<file path="src/pkg/asb_pkg.sv">
// Purpose: Shared constants and types for the converter selection control
// Assumes: APB slave, 32-bit data, one register per aligned word
// Notes:   Offsets, field positions, reset values and timing counts
package asb_pkg;

    // Register byte offsets
    localparam logic [7:0] SEL_OFFSET    = 8'h00; // Selection register
    localparam logic [7:0] CTRL_OFFSET   = 8'h04; // Control and status
    localparam logic [7:0] RESULT_OFFSET = 8'h08; // Conversion result
    localparam logic [7:0] IRQ_STATUS_OFFSET = 8'h0C; // Sticky events
    localparam logic [7:0] IRQ_ENABLE_OFFSET = 8'h10; // Event enables
    localparam logic [7:0] IRQ_CLEAR_OFFSET  = 8'h14; // Write one to clear
    localparam logic [7:0] SLEEP_OFFSET  = 8'h18; // Sleep mode command

    // Selection register fields
    localparam int CHAN_LSB = 0;                 // channel_select 4:0
    localparam int CHAN_W   = 5;
    localparam int REF_LSB  = 6;                 // reference_select 7:6
    localparam int REF_W    = 2;
    localparam logic [7:0] SEL_RESET = 8'h00;

    // Control register bit positions
    localparam int CTRL_ENABLE_BIT = 7;          // converter_enable
    localparam int CTRL_START_BIT  = 6;          // start_conversion_bit
    localparam int CTRL_AUTO_BIT   = 5;          // auto_trigger_enable
    localparam int CTRL_FLAG_BIT   = 4;          // conversion_complete_flag
    localparam int CTRL_IE_BIT     = 3;          // Complete interrupt enable
    localparam int CTRL_FREE_BIT   = 0;          // Free-running trigger
    localparam logic [7:0] CTRL_RESET = 8'h00;

    // Interrupt status bits
    localparam int IRQ_DONE_BIT  = 0;            // Conversion complete
    localparam int IRQ_START_BIT = 1;            // Conversion started
    localparam int IRQ_W         = 2;

    // Reference source encodings
    localparam logic [1:0] REF_EXT_PIN  = 2'h0;  // external_reference_pin
    localparam logic [1:0] REF_SUPPLY   = 2'h1;  // analog_supply_pin
    localparam logic [1:0] REF_RESERVED = 2'h2;
    localparam logic [1:0] REF_INTERNAL = 2'h3;  // Internal 1.1V reference

    // Sleep mode codes
    localparam logic [2:0] SLEEP_IDLE  = 3'h0;
    localparam logic [2:0] SLEEP_NOISE = 3'h1;   // Noise reduction

    // Conversion timing in converter clock cycles
    localparam int CONV_NORMAL_CYC = 13;         // Normal conversion
    localparam int CONV_FIRST_CYC  = 25;         // First after enabling
    localparam int RESULT_W        = 10;         // Resolution in bits
    localparam logic [9:0] RESULT_MAX = 10'h3FF; // Highest code

    // Converter selection as driven to the analog side
    typedef struct packed {
        logic [1:0] ref_sel;                     // reference_select
        logic [4:0] chan_sel;                    // channel_select
    } asb_sel_type;

endpackage : asb_pkg

</file>
<file path="src/verilog/asb_sar_core.sv">
// Purpose: Successive-approximation sequencer, one bit per cycle
// Assumes: Comparator input is synchronous to CLK
// Notes:   Runs total_cyc cycles per start, last RESULT_W of them decide bits
module asb_sar_core #(
    parameter int RES_W = 10                     // Result resolution
) (
    input  wire logic             CLK,           // Converter clock
    input  wire logic             RST,           // Sync reset, high
    input  wire logic             start,         // Begin new approximation
    input  wire logic [5:0]       total_cyc,     // Cycles this conversion
    input  wire logic             comp_high,     // Input above trial level
    output logic [RES_W-1:0]      trial,         // Trial code to the DAC
    output logic                  last_cycle,    // Final cycle of conversion
    output logic                  busy,          // Conversion running
    output logic [RES_W-1:0]      result         // Finished code
);
    logic [5:0]       cnt_reg;                   // Cycles remaining
    logic [RES_W-1:0] trial_reg;                 // Approximation register
    logic [RES_W-1:0] bit_reg;                   // Bit under test
    logic [RES_W-1:0] result_reg;                // Last finished code
    logic [5:0]       cnt_next;                  // Counter next value
    logic             deciding;                  // In a bit-decision cycle

    assign busy       = (cnt_reg != 6'h00);
    assign last_cycle = (cnt_reg == 6'h01);
    // Decisions take the last RES_W cycles; earlier ones are settle time
    assign deciding   = busy && (cnt_reg <= 6'(RES_W));
    assign cnt_next   = start ? total_cyc : (busy ? cnt_reg - 6'h01 : 6'h00);
    assign trial      = trial_reg;
    assign result     = result_reg;

    // Cycle counter
    always_ff @(posedge CLK) begin
        if (RST) cnt_reg <= 6'h00;
        else     cnt_reg <= cnt_next;
    end

    // Bit decisions; an input above reference keeps every bit, giving max
    always_ff @(posedge CLK) begin
        if (RST || start) begin
            trial_reg <= {1'b1, {(RES_W-1){1'b0}}};
            bit_reg   <= {1'b1, {(RES_W-1){1'b0}}};
        end else if (deciding) begin
            trial_reg <= (comp_high ? trial_reg : (trial_reg & ~bit_reg))
                         | (bit_reg >> 1);
            bit_reg   <= bit_reg >> 1;
        end
    end

    // Latch finished code at the last cycle
    always_ff @(posedge CLK) begin
        if (RST) begin
            result_reg <= '0;
        end else if (last_cycle) begin
            result_reg <= comp_high ? trial_reg : (trial_reg & ~bit_reg);
        end
    end
endmodule // asb_sar_core

</file>
<file path="src/verilog/asb_top.sv">
// Purpose: Selection buffering, start control and sleep-time conversion
// Assumes: APB slave, CLK is the converter clock, inputs synchronous
// Notes:   Analog side sees SEL_ACTIVE, comparator returns COMP_HIGH
// Functional notes
// Selection held in CPU-writable buffer register
// Idle: buffer copied to active every cycle
// Conversion running: active selection frozen
// Copying resumes in final conversion cycle
// Start takes effect at next clock edge
// Software waits one cycle before reselecting
// Auto-trigger: software updates only at safe points
// Free-running restart keeps old selection
// Reference chosen from supply, internal, external pin
// Software discards first result after reference change
// Input above reference gives 0x3FF
// Sleep conversion needs enabled idle single mode; code does not check auto_trigger_enable
// Noise or idle sleep starts conversion
// Complete request raised even after other wake
// Other sleep modes leave converter enabled
// Reference codes 00 pin,01 supply,11 internal
// Start bit reads one while converting
// Conversions last 13, first 25 cycles
// Selection read returns buffered value
module asb_top #(
    parameter int RES_W = asb_pkg::RESULT_W      // Result resolution
) (
    input  wire logic        CLK,                // Converter clock
    input  wire logic        RST,                // Sync reset, high
    input  wire logic        PSEL,               // APB select
    input  wire logic        PENABLE,            // APB access phase
    input  wire logic        PWRITE,             // APB write
    input  wire logic [7:0]  PADDR,              // APB byte address
    input  wire logic [31:0] PWDATA,             // APB write data
    output logic [31:0]      PRDATA,             // APB read data
    output logic             PREADY,             // APB ready
    output logic             PSLVERR,            // APB error
    input  wire logic        CPU_SLEEP,          // CPU executes sleep
    input  wire logic        CPU_HALTED,         // CPU clock halted
    input  wire logic        CPU_WAKE,           // CPU woken up
    input  wire logic        AUTO_TRIGGER,       // External trigger level
    input  wire logic        COMP_HIGH,          // Comparator output
    output asb_pkg::asb_sel_type SEL_ACTIVE,     // Selection to analog
    output logic [RES_W-1:0] DAC_CODE,           // Trial code to DAC
    output logic             REF_EXT_EN,         // External pin reference
    output logic             REF_SUPPLY_EN,      // Analog supply reference
    output logic             REF_INTERNAL_EN,    // Internal reference on
    output logic             CONV_IRQ,           // Complete request level
    output logic             IRQ                 // Event interrupt level
);
    typedef enum logic [1:0] {
        ST_OFF,                                  // Converter disabled
        ST_IDLE,                                 // Enabled, waiting
        ST_CONV                                  // Conversion running
    } asb_state_type;

    // Address decode of one bus access
    function automatic logic hit(input logic [7:0] a, input logic [7:0] o);
        return a == o;
    endfunction

    asb_state_type     state_reg;                // Sequencer state
    asb_state_type     state_next;               // Sequencer next state
    logic [7:0]        sel_buf_reg;              // Buffered selection
    asb_pkg::asb_sel_type active_reg;            // Active selection
    logic [7:0]        ctrl_reg;                 // Control bits
    logic              start_pend_reg;           // Start awaits next edge
    logic              first_reg;                // Next conversion is first
    logic              trig_prev_reg;            // Trigger edge detector
    logic              sleep_mode_reg;           // Sleep conversion armed
    logic [2:0]        sleep_code_reg;           // Commanded sleep mode
    localparam int IRQ_W_L = asb_pkg::IRQ_W;
    logic [IRQ_W_L-1:0] irq_stat_reg;            // Sticky events
    logic [IRQ_W_L-1:0] irq_en_reg;              // Event enables

    logic              wr_en;                    // Write access phase
    logic              wr_sel;                   // Selection write
    logic              wr_ctrl;                  // Control write
    logic              wr_ien;                   // Enable write
    logic              wr_iclr;                  // Clear write
    logic              wr_sleep;                 // Sleep code write
    logic              addr_ok;                  // Mapped address
    logic              enabled;                  // converter_enable
    logic              auto_on;                  // auto_trigger_enable
    logic              free_run;                 // Flag is trigger source
    logic              trig_edge;                // Rising trigger
    logic              sleep_start;              // Sleep-time start
    logic              begin_conv;               // Start this cycle
    logic              conv_done;                // Last conversion cycle
    logic              core_busy;                // Core running
    logic              copy_sel;                 // Buffer flows to active
    logic [5:0]        conv_len;                 // Length of this one
    logic [RES_W-1:0]  core_result;              // Core finished code
    logic [IRQ_W_L-1:0] irq_set;                 // Events this cycle
    logic [31:0]       rd_mux;                   // Read data selection
    logic              conv_done_core;           // Core final cycle
    logic              restart;                  // Free-running restart

    // Bus decode
    assign wr_en    = PSEL && PENABLE && PWRITE;
    assign wr_sel   = wr_en && hit(PADDR, asb_pkg::SEL_OFFSET);
    assign wr_ctrl  = wr_en && hit(PADDR, asb_pkg::CTRL_OFFSET);
    assign wr_ien   = wr_en && hit(PADDR, asb_pkg::IRQ_ENABLE_OFFSET);
    assign wr_iclr  = wr_en && hit(PADDR, asb_pkg::IRQ_CLEAR_OFFSET);
    assign wr_sleep = wr_en && hit(PADDR, asb_pkg::SLEEP_OFFSET);
    // Dense map: every aligned word up to the sleep register
    assign addr_ok  = (PADDR[1:0] == 2'h0)
                   && (PADDR <= asb_pkg::SLEEP_OFFSET);
    assign PREADY   = 1'b1;                      // Zero wait states
    assign PSLVERR  = PSEL && PENABLE && !addr_ok;

    // Mode decode
    assign enabled  = ctrl_reg[asb_pkg::CTRL_ENABLE_BIT];
    assign auto_on  = ctrl_reg[asb_pkg::CTRL_AUTO_BIT];
    assign free_run = auto_on && ctrl_reg[asb_pkg::CTRL_FREE_BIT];
    assign trig_edge = auto_on && !free_run && AUTO_TRIGGER && !trig_prev_reg;
    // Sleep start once the CPU clock is halted in idle or noise mode
    assign sleep_start = sleep_mode_reg && CPU_HALTED && enabled
                      && (sleep_code_reg == asb_pkg::SLEEP_IDLE
                       || sleep_code_reg == asb_pkg::SLEEP_NOISE);
    // Edges during a conversion are ignored by the state condition
    assign begin_conv = (state_reg == ST_IDLE)
                     && (start_pend_reg || trig_edge || sleep_start);
    assign conv_done  = (state_reg == ST_CONV) && conv_done_core;
    assign conv_len   = first_reg ? 6'(asb_pkg::CONV_FIRST_CYC)
                                  : 6'(asb_pkg::CONV_NORMAL_CYC);
    // Frozen from the start edge until the final cycle
    assign copy_sel = !core_busy || conv_done_core;

    // Successive-approximation core
    asb_sar_core #(
        .RES_W      (RES_W)
    ) u_core (
        .CLK        (CLK),
        .RST        (RST),
        .start      (begin_conv || restart),
        .total_cyc  (conv_len),
        .comp_high  (COMP_HIGH),
        .trial      (DAC_CODE),
        .last_cycle (conv_done_core),
        .busy       (core_busy),
        .result     (core_result)
    );

    assign restart = conv_done && free_run;

    // Sequencer next state
    always_comb begin
        state_next = state_reg;
        case (state_reg)
            ST_OFF:  if (enabled) state_next = ST_IDLE;
            ST_IDLE: begin
                if (!enabled)       state_next = ST_OFF;
                else if (begin_conv) state_next = ST_CONV;
            end
            ST_CONV: if (conv_done && !restart) state_next = ST_IDLE;
            default: state_next = ST_OFF;
        endcase
    end

    // State register; disabling mid-conversion lets it finish
    always_ff @(posedge CLK) begin
        if (RST) state_reg <= ST_OFF;
        else     state_reg <= state_next;
    end

    // Buffered selection, writable at any time
    always_ff @(posedge CLK) begin
        if (RST)         sel_buf_reg <= asb_pkg::SEL_RESET;
        else if (wr_sel) sel_buf_reg <= PWDATA[7:0];
    end

    // Active selection; the restart edge samples the copy taken just before
    always_ff @(posedge CLK) begin
        if (RST) begin
            active_reg <= '0;
        end else if (copy_sel) begin
            active_reg.chan_sel <= sel_buf_reg[asb_pkg::CHAN_LSB +:
                                               asb_pkg::CHAN_W];
            active_reg.ref_sel  <= sel_buf_reg[asb_pkg::REF_LSB +:
                                               asb_pkg::REF_W];
        end
    end

    // Reference switch decode from the active selection
    assign REF_EXT_EN      = enabled
                          && active_reg.ref_sel == asb_pkg::REF_EXT_PIN;
    assign REF_SUPPLY_EN   = enabled
                          && active_reg.ref_sel == asb_pkg::REF_SUPPLY;
    assign REF_INTERNAL_EN = enabled
                          && active_reg.ref_sel == asb_pkg::REF_INTERNAL;
    assign SEL_ACTIVE      = active_reg;

    // Control bits; start bit is hardware cleared on single completion
    always_ff @(posedge CLK) begin
        if (RST) begin
            ctrl_reg <= asb_pkg::CTRL_RESET;
        end else begin
            // Flag is write one to clear; a completion set wins
            if (wr_ctrl) begin
                ctrl_reg <= (PWDATA[7:0] & 8'hA9)
                          | (ctrl_reg & ~PWDATA[7:0] & 8'h10);
            end
            if (conv_done) begin
                ctrl_reg[asb_pkg::CTRL_FLAG_BIT] <= 1'b1;
            end
        end
    end

    // Pending start, first-conversion marker and trigger history
    always_ff @(posedge CLK) begin
        if (RST) begin
            start_pend_reg <= 1'b0;
            first_reg      <= 1'b1;
            trig_prev_reg  <= 1'b0;
        end else begin
            trig_prev_reg <= AUTO_TRIGGER;
            if (begin_conv || !enabled) begin
                start_pend_reg <= 1'b0;
            end else if (wr_ctrl && PWDATA[asb_pkg::CTRL_START_BIT]
                         && PWDATA[asb_pkg::CTRL_ENABLE_BIT]) begin
                start_pend_reg <= 1'b1;
            end
            if (state_reg == ST_OFF) first_reg <= 1'b1;
            else if (begin_conv)     first_reg <= 1'b0;
        end
    end

    // Sleep arming; any other mode leaves the converter as it was
    always_ff @(posedge CLK) begin
        if (RST) begin
            sleep_mode_reg <= 1'b0;
            sleep_code_reg <= asb_pkg::SLEEP_IDLE;
        end else begin
            if (wr_sleep) sleep_code_reg <= PWDATA[2:0];
            if (sleep_start || CPU_WAKE) begin
                sleep_mode_reg <= 1'b0;          // Disarmed by sleep start or wake
            end else if (CPU_SLEEP) begin
                sleep_mode_reg <= 1'b1;
            end
        end
    end

    // Sticky events; a set in the clearing cycle wins
    assign irq_set[asb_pkg::IRQ_DONE_BIT]  = conv_done;
    assign irq_set[asb_pkg::IRQ_START_BIT] = begin_conv;
    always_ff @(posedge CLK) begin
        if (RST) begin
            irq_stat_reg <= '0;
            irq_en_reg   <= '0;
        end else begin
            irq_stat_reg <= (irq_stat_reg
                            & ~(wr_iclr ? PWDATA[IRQ_W_L-1:0] : '0))
                            | irq_set;
            if (wr_ien) irq_en_reg <= PWDATA[IRQ_W_L-1:0];
        end
    end
    assign IRQ = |(irq_stat_reg & irq_en_reg);
    // Complete request follows the flag, whoever woke the CPU
    assign CONV_IRQ = ctrl_reg[asb_pkg::CTRL_FLAG_BIT]
                   && ctrl_reg[asb_pkg::CTRL_IE_BIT];

    // Read data selection
    assign rd_mux =
        hit(PADDR, asb_pkg::SEL_OFFSET)  ? {24'h0, sel_buf_reg} :
        hit(PADDR, asb_pkg::CTRL_OFFSET) ?
            {24'h0, ctrl_reg | {1'b0, (start_pend_reg || core_busy),
                                6'h00}} :
        hit(PADDR, asb_pkg::RESULT_OFFSET) ?
            {{(32-RES_W){1'b0}}, core_result} :
        hit(PADDR, asb_pkg::IRQ_STATUS_OFFSET) ?
            {{(32-IRQ_W_L){1'b0}}, irq_stat_reg} :
        hit(PADDR, asb_pkg::IRQ_ENABLE_OFFSET) ?
            {{(32-IRQ_W_L){1'b0}}, irq_en_reg} :
        hit(PADDR, asb_pkg::SLEEP_OFFSET) ?
            {29'h0, sleep_code_reg} : 32'h0;

    // Registered read data
    always_ff @(posedge CLK) begin
        if (RST)                  PRDATA <= 32'h0;
        else if (PSEL && !PENABLE) PRDATA <= rd_mux;
    end
endmodule // asb_top

</file>
<file path="config.mk">
export PLATFORM = sky130hd
export DESIGN_NAME = asb_top
export DESIGN_NICKNAME = d
export VERILOG_FILES = /design/src/pkg/asb_pkg.sv /design/src/verilog/asb_sar_core.sv /design/src/verilog/asb_top.sv
export SDC_FILE = /design/constraint.sdc
export NUM_CORES = 1
export LEC_CHECK = 0
export BUFFER_PORTS_ARGS = -buffer_cell sky130_fd_sc_hd__buf_2
export CELL_PAD_IN_SITES_DETAIL_PLACEMENT = 0
export CELL_PAD_IN_SITES_GLOBAL_PLACEMENT = 1
export CORE_ASPECT_RATIO = 0.6
export CORE_UTILIZATION = 34
export CTS_CLUSTER_DIAMETER = 200
export DETAILED_ROUTE_END_ITERATION = 8
export PLACE_DENSITY_LB_ADDON = 0.1
export SYNTH_ARGS = -nofsm -noshare
export SYNTH_HDL_FRONTEND = slang
export SYNTH_SLANG_ARGS = --single-unit
</file>
<file path="constraint.sdc">
create_clock -name CLK -period 2.28 [get_ports CLK]
set_input_delay 0.114 -clock CLK [delete_from_list [all_inputs] [get_ports CLK]]
set_output_delay 0.114 -clock CLK [all_outputs]
set_load 0.05 [all_outputs]
</file>
==> impl_results.md, run 1 <==
- Pwr dens: 940 nW/um^2
- Final core utilization: 42.4%
- Commonest non-fill, non-tap cell in the layout: dfxtp_1
- DRT Pass-1 Iters: 4
- Primary FF master, synth: dfxtp_1
- Commonest non-fill, non-tap cells in the layout: dfxtp_1 (79), buf_2 (58), nand2_1 (53), a21oi_1 (45), nor2_1 (37)
- Worst endpoint required time: 2.50 ns
- Worst skew pair latency: 0.34 ns
- Hold Crit Class: primary input to flip-flop
- Synth cell types: 45
- WHS: 0.0315 ns
- DIE WIDTH: 135 um
- Via count: 2,986
- Grt met3 use: 5.19%
- Largest net degree at the start of global routing: 37
- Synthesized area per cell: 8.43 um^2
- Synth Area in Compound Gates: 13.5%
- Setup_tns: 0 ns
- Max transition margin: 43.8%
- Clock sinks: 79
- Cell chain of the critical path: or3_4, or3b_1, or4b_4, nand3b_2, buf_12, a21oi_1
- Filler cell count: 1,071
- Simple-gate portion of the synthesized area: 22.9%
- Core box area: 10,100 um^2
- Multi-input gate area: 1800 um^2
- # IOs: 106
- GPL Wtd Cong: 0.790
- Crit Path Category: flip-flop to flip-flop
- Register area: 1580 um^2
- Fmax: 0.462 GHz
- Crit path launch type: flip-flop
- VDD IR max: 0.000369 V
- Iteration-0 DRC count of the detailed router: 191
- Min-Delay Startpoint: PWDATA[2]
- Share of cells above drive strength 1: 18.5%
- Register area share after synthesis: 44.1%
- Synth Warn #: 0
- Final Hold Fails: 0
- # Post-CTS Setup Buffers: 0
- ANT nets after route: 0
- GRT met1 Usage: 28.2%
- Crit path from: u_core.cnt_reg[3]$_SDFF_PP0_
- Xor/xnor share of the synthesized area: 0.976%
- Post-DP HPWL: 6980 um
- Status: finished clean
- Vias in the first global route: 2,559
- Final setup viols: 0
- GRT met2 Usage: 22.0%
- Overflow after GRT: 0
- Fin crit share: 94.9%
- Number of synthesized register bits: 79
- Nets@finish: 541
- Ys async rst share: 0%
- Syn Inst Count: 426
- CP peak stage delay: 0.57 ns
- Die area: 11,000 um^2
- Drt drc: 0
- Grt peak-use layer: met1
- GRT Resource Usage Total: 17.9%
- Via/cell ratio: 4.77
- # H-tree levels: 3
- First-pass GRT wire length: 14,500 um
- Crit-path max FO: 22
- Mux contribution to synthesized area: 8.92%
- Post-synth EDFFs: 0
- RSZ-0062 raised after global routing: false
- WL/cell: 15.0 um
- CTS resizes: 0
- CTS Root Cell: clkbuf_16
- Slew @ Worst Pin: 0.839 ns
- CP Capture Type: flip-flop
- TritonCTS clock tree: yes
- Final number of max-transition violations: 0
- Detailed-route wire length: 9380 um
- Post-Synthesis Cell Area: 3590 um^2
- Arrival @ worst endpoint: 2.39 ns
- Synth Area in Adders: 1.39%
- Number of buffers and inverters on the critical path: 1
- Leak: 1.75 nW
- Row count: 28
- Worst Skew: 0.00894 ns
- Max Cap Violations: 0
- Num CTS Buffers: 9
- Worst path slowest cell: or4b_4
- Kind of cell adding the most delay to the critical path: simple AND/OR/NAND/NOR gates
- Largest family of logic cells by synthesized area: simple AND/OR/NAND/NOR gates
- Clock transition at the registers of the reported paths: 0.06 ns
- Chip Height: 81.6 um
- Hold buffers post-CTS: 1
- Antenna violations before repair: 0
- Antenna diode count: 0
- PortBufs: 58
- Worst r2r src: u_core.cnt_reg[3]$_SDFF_PP0_
- Min Tclk post-route: 2.16 ns
- Layout area overhead: 18.8%
- Initial Utilization: 35.7%
- Clock tree buffer depth: 2
==> synthesized netlist by cell type, types with 2 or more instances <==
| master | instances | share of area [%] |
|---|---|---|
| dfxtp_1 | 79 | 44 |
| nand2_1 | 53 | 5.5 |
| a21oi_1 | 45 | 6.3 |
| nor2_1 | 37 | 3.9 |
| mux2i_1 | 32 | 8.9 |
| o21ai_0 | 27 | 3.8 |
| buf_4 | 24 | 5.0 |
| nand3_1 | 23 | 3.2 |
| nand2b_1 | 16 | 2.8 |
| clkbuf_1 | 14 | 1.5 |
| nor3_1 | 10 | 1.4 |
| buf_1 | 6 | 0.63 |
| inv_1 | 6 | 0.63 |
| nor2b_1 | 6 | 1.0 |
| ha_1 | 4 | 1.4 |
| and3_1 | 3 | 0.52 |
| nor3b_1 | 3 | 0.63 |
| o211ai_1 | 3 | 0.63 |
| and2_1 | 2 | 0.35 |
| conb_1 | 2 | 0.21 |
| nand3b_1 | 2 | 0.42 |
| nor4_1 | 2 | 0.35 |
| o2111ai_1 | 2 | 0.49 |
| o31ai_1 | 2 | 0.42 |
| xnor2_1 | 2 | 0.49 |
| xor2_1 | 2 | 0.49 |
==> cells by family after synthesis <==
logic type,count (synthesis)
flip-flops,79
adder cells (fa/ha/maj),4
AND/OR/NAND/NOR,167
AO/OA/AOI/OAI,87
other,2
buffers and inverters,51
XOR/XNOR,4
multiplexers,32
==> power by group <==
part           total (mW)  switching, mW  leakage [nW]  internal, mW
clock network        1.32          0.562         0.125         0.760
logic                1.13          0.740         0.985         0.386
registers            1.56         0.0778         0.639          1.48
==> through the flow <==
| step | total power, mW | cells | setup WS [ns] | cell area (um^2) |
|---|---|---|---|---|
| floorplan | 2.40 | 447 | 0.132 | 3670 |
| CTS | 4.06 | 626 | 0.111 | 4260 |
| global route | 4.24 | 626 | 0.0582 | 4260 |
| detailed placement | 2.72 | 610 | 0.135 | 3990 |
| finish | 4.01 | 626 | 0.116 | 4260 |
| global placement | 2.73 | 610 | 0.131 | 3990 |
==> final cells by class <==
class / count / share of cell area (%)
timing repair buffer: 74 / 9.98
multi-input combinational: 317 / 42.2
sequential: 79 / 37.1
clock buffer: 12 / 5.78
tap: 135 / 3.96
inverter: 6 / 0.528
clock inverter: 3 / 0.470
==> tightest hold or removal path, stage by stage <==
cell and delay (ns):
buf_2 0.09, mux2i_1 0.06, nor2_1 0.07
==> metal layers <==
metal | vias to the layer above | wire length [um]
met1 | 1365 | 5520
met4 | 0 | 108
li1 | 1541 | -
met2 | 69 | 3370
met5 | - | 0
met3 | 11 | 387
==> path summary, 6_finish.rpt <==
path                                    endpoint  slack [ns]  depth (start not counted)
setup / recovery  u_core.bit_reg[6]$_SDFFE_PP0P_        0.12                          6
hold / removal       sel_buf_reg[2]$_SDFFE_PP0P_        0.03                          3
setup reg to reg  u_core.bit_reg[6]$_SDFFE_PP0P_        0.12                          6
hold reg to reg           PRDATA[4]$_SDFFE_PP0P_        0.45                          2
Note: power is estimated with default switching activity, not from simulation.
==> run 2, diff against run 1 <==
--- a/config.mk
+++ b/config.mk
@@ -5,11 +5,12 @@
 export SDC_FILE = /design/constraint.sdc
 export NUM_CORES = 1
 export LEC_CHECK = 0
+export ABC_AREA = 1
 export BUFFER_PORTS_ARGS = -buffer_cell sky130_fd_sc_hd__buf_2
 export CELL_PAD_IN_SITES_DETAIL_PLACEMENT = 0
 export CELL_PAD_IN_SITES_GLOBAL_PLACEMENT = 1
 export CORE_ASPECT_RATIO = 0.6
-export CORE_UTILIZATION = 34
+export CORE_UTILIZATION = 33
 export CTS_CLUSTER_DIAMETER = 200
 export DETAILED_ROUTE_END_ITERATION = 8
 export PLACE_DENSITY_LB_ADDON = 0.1
==> run 2 against run 1 <==
Compared with the run above:
- worst setup slack gained 0.49 ns
- design area grew 1.6%
- critical path type unchanged
- synthesized area grew 1.3%
- critical endpoint is now u_core.trial[1]$_SDFFE_PP0P_
==> impl_results.md, run 2 <==
- Final number of max-transition violations: 0 (unchanged)
- Largest net degree at the start of global routing: 25 (was 37)
- Worst r2r src: u_core.cnt_reg[0]$_SDFF_PP0_ (was u_core.cnt_reg[3]$_SDFF_PP0_)
- Worst endpoint required time: 2.51 ns (was 2.50 ns)
- Hold path depth: 3 (unchanged)
- Initial Utilization: 34.2% (was 35.7%)
- Layout area overhead: 19.1% (was 18.8%)
- Flop-to-flop setup slack: 0.61 ns (was 0.12 ns)
- Crit path from: u_core.cnt_reg[0]$_SDFF_PP0_ (was u_core.cnt_reg[3]$_SDFF_PP0_)
- Clock transition at the registers of the reported paths: 0.06 ns (about the same)
- Iteration-0 DRC count of the detailed router: 131 (was 191)
- Largest family of logic cells by synthesized area: simple AND/OR/NAND/NOR gates (unchanged)
- CTS Root Cell: clkbuf_16 (unchanged)
- Design Power: 4.54 mW (was 4.01 mW)
- First-pass GRT wire length: 14,800 um (was 14,500 um)
- Commonest non-fill, non-tap cells in the layout: nand2_1 (84), dfxtp_1 (79), buf_2 (58), a21oi_1 (54), o21ai_0 (41) (was dfxtp_1 (79), buf_2 (58), nand2_1 (53), a21oi_1 (45), nor2_1 (37))
- GPL Wtd Cong: 0.797 (was 0.790)
- PortBufs: 58 (unchanged)
- Final setup viols: 0 (unchanged)
- Sequential Power Share: 36.1% (was 38.9%)
- Status: finished clean (unchanged)
- Final Hold Fails: 0 (unchanged)
- Syn Inst Count: 474 (was 426)
- Final worst slack: 0.611 ns (was 0.116 ns)
- NetSw: 1.68 mW (was 1.38 mW)
- Drt drc: 0 (unchanged)
- Most common library cells after synthesis: nand2_1 (84), dfxtp_1 (79), a21oi_1 (54) (was dfxtp_1 (79), nand2_1 (53), a21oi_1 (45))
- Crit Path Category: flip-flop to flip-flop (unchanged)
- WL/cell: 13.2 um (was 15.0 um)
- Leak: 1.88 nW (was 1.75 nW)
- Detailed-route wire length: 9000 um (was 9380 um)
- Antenna violations before repair: 0 (unchanged)
- Arrival @ worst endpoint: 1.90 ns (was 2.39 ns)
- VDD IR max: 0.000452 V (was 0.000369 V)
- Pwr dens: 1050 nW/um^2 (was 940 nW/um^2)
- Worst skew pair latency: 0.34 ns (about the same)
- CTS resizes: 0 (unchanged)
- R2R depth: 8 (was 6)
- Internal: 2.86 mW (was 2.63 mW)
- Fin crit share: 73.2% (was 94.9%)
- Number of synthesized register bits: 79 (unchanged)
- Min-Delay Startpoint: PWDATA[5] (was PWDATA[2])
- Hold EP: ctrl_reg[5]$_SDFFE_PP0P_ (was sel_buf_reg[2]$_SDFFE_PP0P_)
- Register area share after synthesis: 43.5% (was 44.1%)
- Pre-CTS WS: 0.604 ns (was 0.135 ns)
- Post-DP HPWL: 6830 um (was 6980 um)
- Die area: 11,500 um^2 (was 11,000 um^2)
- GRT Resource Usage Total: 17.2% (was 17.9%)
- Synth Area in Adders: 1.38% (was 1.39%)
- Vias in the first global route: 2,889 (was 2,559)
- Max transition margin: 65.4% (was 43.8%)
- Fmax: 0.599 GHz (was 0.462 GHz)
- CP Capture Type: flip-flop (unchanged)
- Hold Crit Class: primary input to flip-flop (unchanged)
- Crit-path max FO: 9 (was 22)
- Ys async rst share: 0% (unchanged)
- Synthesized area per cell: 7.67 um^2 (was 8.43 um^2)
- RSZ-0062 raised after global routing: false (unchanged)
- Setup_tns: 0 ns (unchanged)
- Max Cap Violations: 0 (unchanged)
- Via/cell ratio: 4.66 (was 4.77)
- Reg2reg end: u_core.trial[1]$_SDFFE_PP0P_ (was u_core.bit_reg[6]$_SDFFE_PP0P_)
- DIE WIDTH: 138 um (was 135 um)
- Synth top area cells: dfxtp_1 (43%), nand2_1 (8.7%), a21oi_1 (7.4%), o21ai_0 (5.6%), buf_4 (5.2%) (was dfxtp_1 (44%), mux2i_1 (8.9%), a21oi_1 (6.3%), nand2_1 (5.5%), buf_4 (5.0%))
- Clock tree buffer depth: 2 (unchanged)
- Num CTS Buffers: 9 (unchanged)
- Primary FF master, synth: dfxtp_1 (unchanged)
- TritonCTS clock tree: yes (unchanged)
- DRT Pass-1 Iters: 7 (was 4)
- Post-Synthesis Cell Area: 3640 um^2 (was 3590 um^2)
- Min Tclk post-route: 1.67 ns (was 2.16 ns)
- Row count: 29 (was 28)
- Share of cells above drive strength 1: 22.1% (was 18.5%)
- WHS: 0.0244 ns (was 0.0315 ns)
- Most frequent cell after synthesis: nand2_1 (was dfxtp_1)
- Clock sinks: 79 (unchanged)
- Synth Area in Compound Gates: 20.0% (was 13.5%)
- Simple-gate portion of the synthesized area: 22.3% (was 22.9%)
- Overflow after GRT: 0 (unchanged)
- Post-synth EDFFs: 0 (unchanged)
- Chip Height: 83.3 um (was 81.6 um)
- Mux contribution to synthesized area: 0% (was 8.92%)
- Xor/xnor share of the synthesized area: 0.963% (was 0.976%)
- Crit path launch type: flip-flop (unchanged)
- Synth cell types: 41 (was 45)
- Slew @ Worst Pin: 0.518 ns (was 0.839 ns)
- Synth Warn #: 0 (unchanged)
- # H-tree levels: 3 (unchanged)
- Nets@finish: 591 (was 541)
- Largest area contributor in the netlist: dfxtp_1 (unchanged)
- Via count: 3,175 (was 2,986)
- Worst Skew: 0.00555 ns (was 0.00894 ns)
- Antenna diode count: 0 (unchanged)
- Logic pwr share: 30.9% (was 28.1%)
- Core box area: 10,600 um^2 (was 10,100 um^2)
- Sw Ratio: 37.0% (was 34.4%)
- Final core utilization: 40.7% (was 42.4%)
- Clk pwr share: 33.0% (about the same)
- ANT nets after route: 0 (unchanged)
- Area share of the largest cell type after synthesis: 43.5% (was 44.1%)
- Filler cell count: 1,097 (was 1,071)
- # IOs: 106 (unchanged)
- Commonest non-fill, non-tap cell in the layout: nand2_1 (was dfxtp_1)
run 2: cell count changes in the layout (fill, tap and decap cells not counted), moves of 10 or more:
cell and delta:
a21oi_2 +10, o21ai_0 +14, mux2i_1 -32, inv_1 +30, nand2b_1 -16, nand2_1 +31
run 2: cell families after synthesis:
group,count (synthesis)
AOI/OAI and AO/OA,130
and+or+nand+nor,173
adders and majority gates,4
other,2
buffers and inverters,82
DFF,79
xor gates and xnor gates,4
run 2: repair_timing:
item,CTS,global route
setup endpoints to repair,0,0
setup buffers,0,0
hold endpoints to repair,2,0
hold buffers,2,0
run 2: cell type report:
| cell class | instances | area, um^2 | area share, % |
|---|---|---|---|
| clock buffers | 13 | 270 | 6.24 |
| repair buffers | 67 | 375 | 8.67 |
| multi-input cells | 334 | 1710 | 39.5 |
| flip-flops and latches | 79 | 1580 | 36.5 |
| inverters | 46 | 179 | 4.13 |
| clock inverters | 3 | 40.0 | 0.924 |
| well taps | 139 | 174 | 4.02 |
run 2: metrics by stage:
| stage | instances | area (um^2) |
|---|---|---|
| finish | 681 | 4330 |
| global route | 681 | 4330 |
| CTS | 681 | 4330 |
| detailed placement | 663 | 4000 |
| global placement | 663 | 4000 |
| floorplan | 495 | 3720 |
run 2: worst max-delay path by stage:
| stage | to | slack (ns) | cells past startpoint |
|---|---|---|---|
| 2_1_floorplan | REF_SUPPLY_EN | 0.34 | 2 |
| 3_3_place_gp | u_core.bit_reg[1]$_SDFFE_PP0P_ | 0.63 | 8 |
| 3_5_place_dp | u_core.trial[1]$_SDFFE_PP0P_ | 0.60 | 8 |
| 4_1_cts | u_core.trial[1]$_SDFFE_PP0P_ | 0.59 | 8 |
| 5_1_grt | u_core.trial[0]$_SDFFE_PP0P_ | 0.38 | 8 |
| 6_report | u_core.trial[1]$_SDFFE_PP0P_ | 0.61 | 8 |
run 2: power groups by stage:
| stage | sequential, mW | combinational (mW) | clock (mW) |
|---|---|---|---|
| 2_1_floorplan | 1.88 | 0.879 | 0 |
| 3_3_place_gp | 1.67 | 1.40 | 0 |
| 3_5_place_dp | 1.67 | 1.41 | 0 |
| 4_1_cts | 1.64 | 1.42 | 1.54 |
| 5_1_grt | 1.66 | 1.55 | 1.60 |
| 6_report | 1.64 | 1.40 | 1.50 |
run 2: per-layer routing:
layer  routed length [um]  GRT usage, %  part of all wire, %
met1                 4930          25.7                   55
met2                 3530          22.5                   39
met3                  463          6.29                  5.1
met4                   84          5.00                 0.93
met5                    0             0                    0
run 2: critical path: stages, from the launching register on:
cell and delay [ns]:
dfxtp_1 0.33, inv_1 0.13, ha_1 0.16, inv_1 0.04
o211ai_1 0.15, nand2_1 0.25, buf_4 0.26, a21oi_1 0.16
a21oi_2 0.07
==> run 3, diff against run 2 <==
--- a/config.mk
+++ b/config.mk
@@ -10,7 +10,7 @@
 export CELL_PAD_IN_SITES_DETAIL_PLACEMENT = 0
 export CELL_PAD_IN_SITES_GLOBAL_PLACEMENT = 1
 export CORE_ASPECT_RATIO = 0.6
-export CORE_UTILIZATION = 33
+export CORE_UTILIZATION = 37
 export CTS_CLUSTER_DIAMETER = 200
 export DETAILED_ROUTE_END_ITERATION = 8
 export PLACE_DENSITY_LB_ADDON = 0.1
==> constraint.sdc (replaced) <==
create_clock -name CLK -period 1.7 [get_ports CLK]
set_input_delay 0.085 -clock CLK [delete_from_list [all_inputs] [get_ports CLK]]
set_output_delay 0.085 -clock CLK [all_outputs]
set_load 0.05 [all_outputs]
==> run 3 against run 2 <==
Compared with the run above:
- design area grew 1.5%
- register-to-register slack lost 0.46 ns
- via count up 2.3%
- sequential power rose by 35%
- critical path type unchanged
- largest cell class unchanged
- largest power group unchanged
==> impl_results.md, run 3 (synthesis gave the netlist of run 2 again) <==
- Sequential Power Share: 36.0% (was 36.1%)
- Commonest non-fill, non-tap cell in the layout: nand2_1 (unchanged)
- Via/cell ratio: 4.76 (was 4.66)
- Crit path launch type: flip-flop (unchanged)
- Placed cell areas: 4030 um^2 (was 4000 um^2)
- Clock transition at the registers of the reported paths: 0.06 ns (about the same)
- Pre-CTS WS: 0.0855 ns (was 0.604 ns)
- Vias in the first global route: 3,009 (was 2,889)
- # H-tree levels: 3 (unchanged)
- Design Power: 6.13 mW (was 4.54 mW)
- RSZ-0062 raised after global routing: false (unchanged)
- Hold path depth: 3 (unchanged)
- Filler cell count: 991 (was 1,097)
- Final worst slack: 0.154 ns (was 0.611 ns)
- Min-Delay Startpoint: PWDATA[4] (was PWDATA[5])
- Leak: 1.91 nW (was 1.88 nW)
- First-pass GRT wire length: 14,800 um (about the same)
- Die area: 10,200 um^2 (was 11,500 um^2)
- Nets@finish: 602 (was 591)
- Largest net degree at the start of global routing: 40 (was 25)
- Clock tree buffer depth: 2 (unchanged)
- Antenna violations before repair: 0 (unchanged)
- GRT Resource Usage Total: 19.0% (was 17.2%)
- Grt met3 use: 5.19% (was 6.29%)
- WL/cell: 13.2 um (about the same)
- CP Capture Type: flip-flop (unchanged)
- GRT met1 Usage: 27.4% (was 25.7%)
- Antenna diode count: 0 (unchanged)
- Crit-path max FO: 18 (was 9)
- Fmax: 0.647 GHz (was 0.599 GHz)
- Hold Crit Class: primary input to flip-flop (unchanged)
- DIE WIDTH: 130 um (was 138 um)
- Grt peak-use layer: met2 (was met1)
- Worst skew pair latency: 0.33 ns (was 0.34 ns)
- Worst r2r src: sleep_code_reg[1]$_SDFFE_PP0P_ (was u_core.cnt_reg[0]$_SDFF_PP0_)
- WHS: 0.00996 ns (was 0.0244 ns)
- CTS Root Cell: clkbuf_16 (unchanged)
- Internal: 3.85 mW (was 2.86 mW)
- Final number of max-transition violations: 0 (unchanged)
- Commonest non-fill, non-tap cells in the layout: nand2_1 (83), dfxtp_1 (79), buf_2 (58), a21oi_1 (54), o21ai_0 (41) (was nand2_1 (84), dfxtp_1 (79), buf_2 (58), a21oi_1 (54), o21ai_0 (41))
- Via count: 3,248 (was 3,175)
- Min Tclk post-route: 1.55 ns (was 1.67 ns)
- Overflow after GRT: 0 (unchanged)
- Chip Height: 78.8 um (was 83.3 um)
- Flop-to-flop setup slack: 0.15 ns (was 0.61 ns)
- Arrival @ worst endpoint: 1.76 ns (was 1.90 ns)
- GPL Wtd Cong: 0.841 (was 0.797)
- Row count: 27 (was 29)
- # IOs: 106 (unchanged)
- CP Capture Point: u_core.bit_reg[3]$_SDFFE_PP0P_ (was u_core.trial[1]$_SDFFE_PP0P_)
- Crit Path Category: flip-flop to flip-flop (unchanged)
- Clock sinks: 79 (unchanged)
- Share of cells above drive strength 1: 23.3% (was 22.1%)
- Core box area: 9360 um^2 (was 10,600 um^2)
- Crit path from: sleep_code_reg[1]$_SDFFE_PP0P_ (was u_core.cnt_reg[0]$_SDFF_PP0_)
- Final Cell Area: 4400 um^2 (was 4330 um^2)
- Reg2reg end: u_core.bit_reg[3]$_SDFFE_PP0P_ (was u_core.trial[1]$_SDFFE_PP0P_)
- Layout area overhead: 20.9% (was 19.1%)
- Num CTS Buffers: 9 (unchanged)
- Drt drc: 0 (unchanged)
- Sw Ratio: 37.1% (was 37.0%)
- PortBufs: 58 (unchanged)
- Post-DP HPWL: 6830 um (about the same)
- Fin crit share: 91.0% (was 73.2%)
- Iteration-0 DRC count of the detailed router: 133 (was 131)
- Initial Utilization: 38.9% (was 34.2%)
- Max Cap Violations: 0 (unchanged)
- Setup_tns: 0 ns (unchanged)
- R2R depth: 8 (unchanged)
- Pwr dens: 1390 nW/um^2 (was 1050 nW/um^2)
- Logic pwr share: 32.6% (was 30.9%)
- TritonCTS clock tree: yes (unchanged)
- Final Hold Fails: 0 (unchanged)
- NetSw: 2.28 mW (was 1.68 mW)
- Status: finished clean (unchanged)
- Worst Skew: 0.00740 ns (was 0.00555 ns)
- ANT nets after route: 0 (unchanged)
- GRT met2 Usage: 27.6% (was 22.5%)
- Final setup viols: 0 (unchanged)
- Detailed-route wire length: 9010 um (was 9000 um)
- Worst endpoint required time: 1.92 ns (was 2.51 ns)
- Clk pwr share: 31.3% (was 33.0%)
- DRT Pass-1 Iters: 6 (was 7)
- VDD IR max: 0.000507 V (was 0.000452 V)
run 3: worst min-delay path by stage:
stage	end	slack (ns)
after floorplan	trig_prev_reg$_SDFF_PP0_	0.19
after global placement	sleep_mode_reg$_SDFFE_PP0P_	0.31
after detailed placement	sleep_mode_reg$_SDFFE_PP0P_	0.32
after CTS	sel_buf_reg[4]$_SDFFE_PP0P_	0.003
after global routing	sel_buf_reg[7]$_SDFFE_PP0P_	0.01
final	sel_buf_reg[4]$_SDFFE_PP0P_	0.01
run 3: critical path, cell delays in order, from the launching register on:
cell and delay (ns):
dfxtp_1 0.32, nor2_1 0.34, nand4_2 0.16, nand3_1 0.12, nand3_2 0.10, nand2_4 0.10
nor2_8 0.05, inv_6 0.16, a21oi_1 0.06
run 3: per-stage QoR:
stage	util, %	std cells
after floorplan	-	495
after global placement	43.1	660
after detailed placement	43.1	660
after CTS	46.9	682
after global routing	47.0	683
final	47.0	683
run 3: power by group through the flow:
stage               Combinational, mW  Sequential (mW)  Clock (mW)
global placement                 1.91             2.24           0
detailed placement               1.94             2.25           0
finish                           2.00             2.21        1.92
floorplan                        1.18             2.53           0
CTS                              1.96             2.21        1.97
global route                     2.23             2.23        2.04
run 3: layout make-up:
class | instances | area, um^2 | share of cell area (%)
multi-input combinational | 334 | 1720 | 39.2
sequential | 79 | 1580 | 36.0
timing repair buffer | 78 | 455 | 10.4
clock buffer | 13 | 250 | 5.69
inverter | 46 | 181 | 4.13
tap | 130 | 163 | 3.70
clock inverter | 3 | 42.5 | 0.967
run 3: repair_timing:
| action | in CTS | in global routing |
|---|---|---|
| hold buffers | 6 | 0 |
| gates resized for setup | 0 | 3 |
| buffers inserted | 0 | 1 |
| endpoints found under the hold margin | 5 | 0 |
| setup endpoints to repair | 0 | 18 |
run 3: layer usage:
| metal | wire length [um] | part of all wire, % |
|---|---|---|
| met5 | 0 | 0 |
| met3 | 458 | 5.1 |
| met4 | 67 | 0.74 |
| met1 | 4770 | 53 |
| met2 | 3720 | 41 |
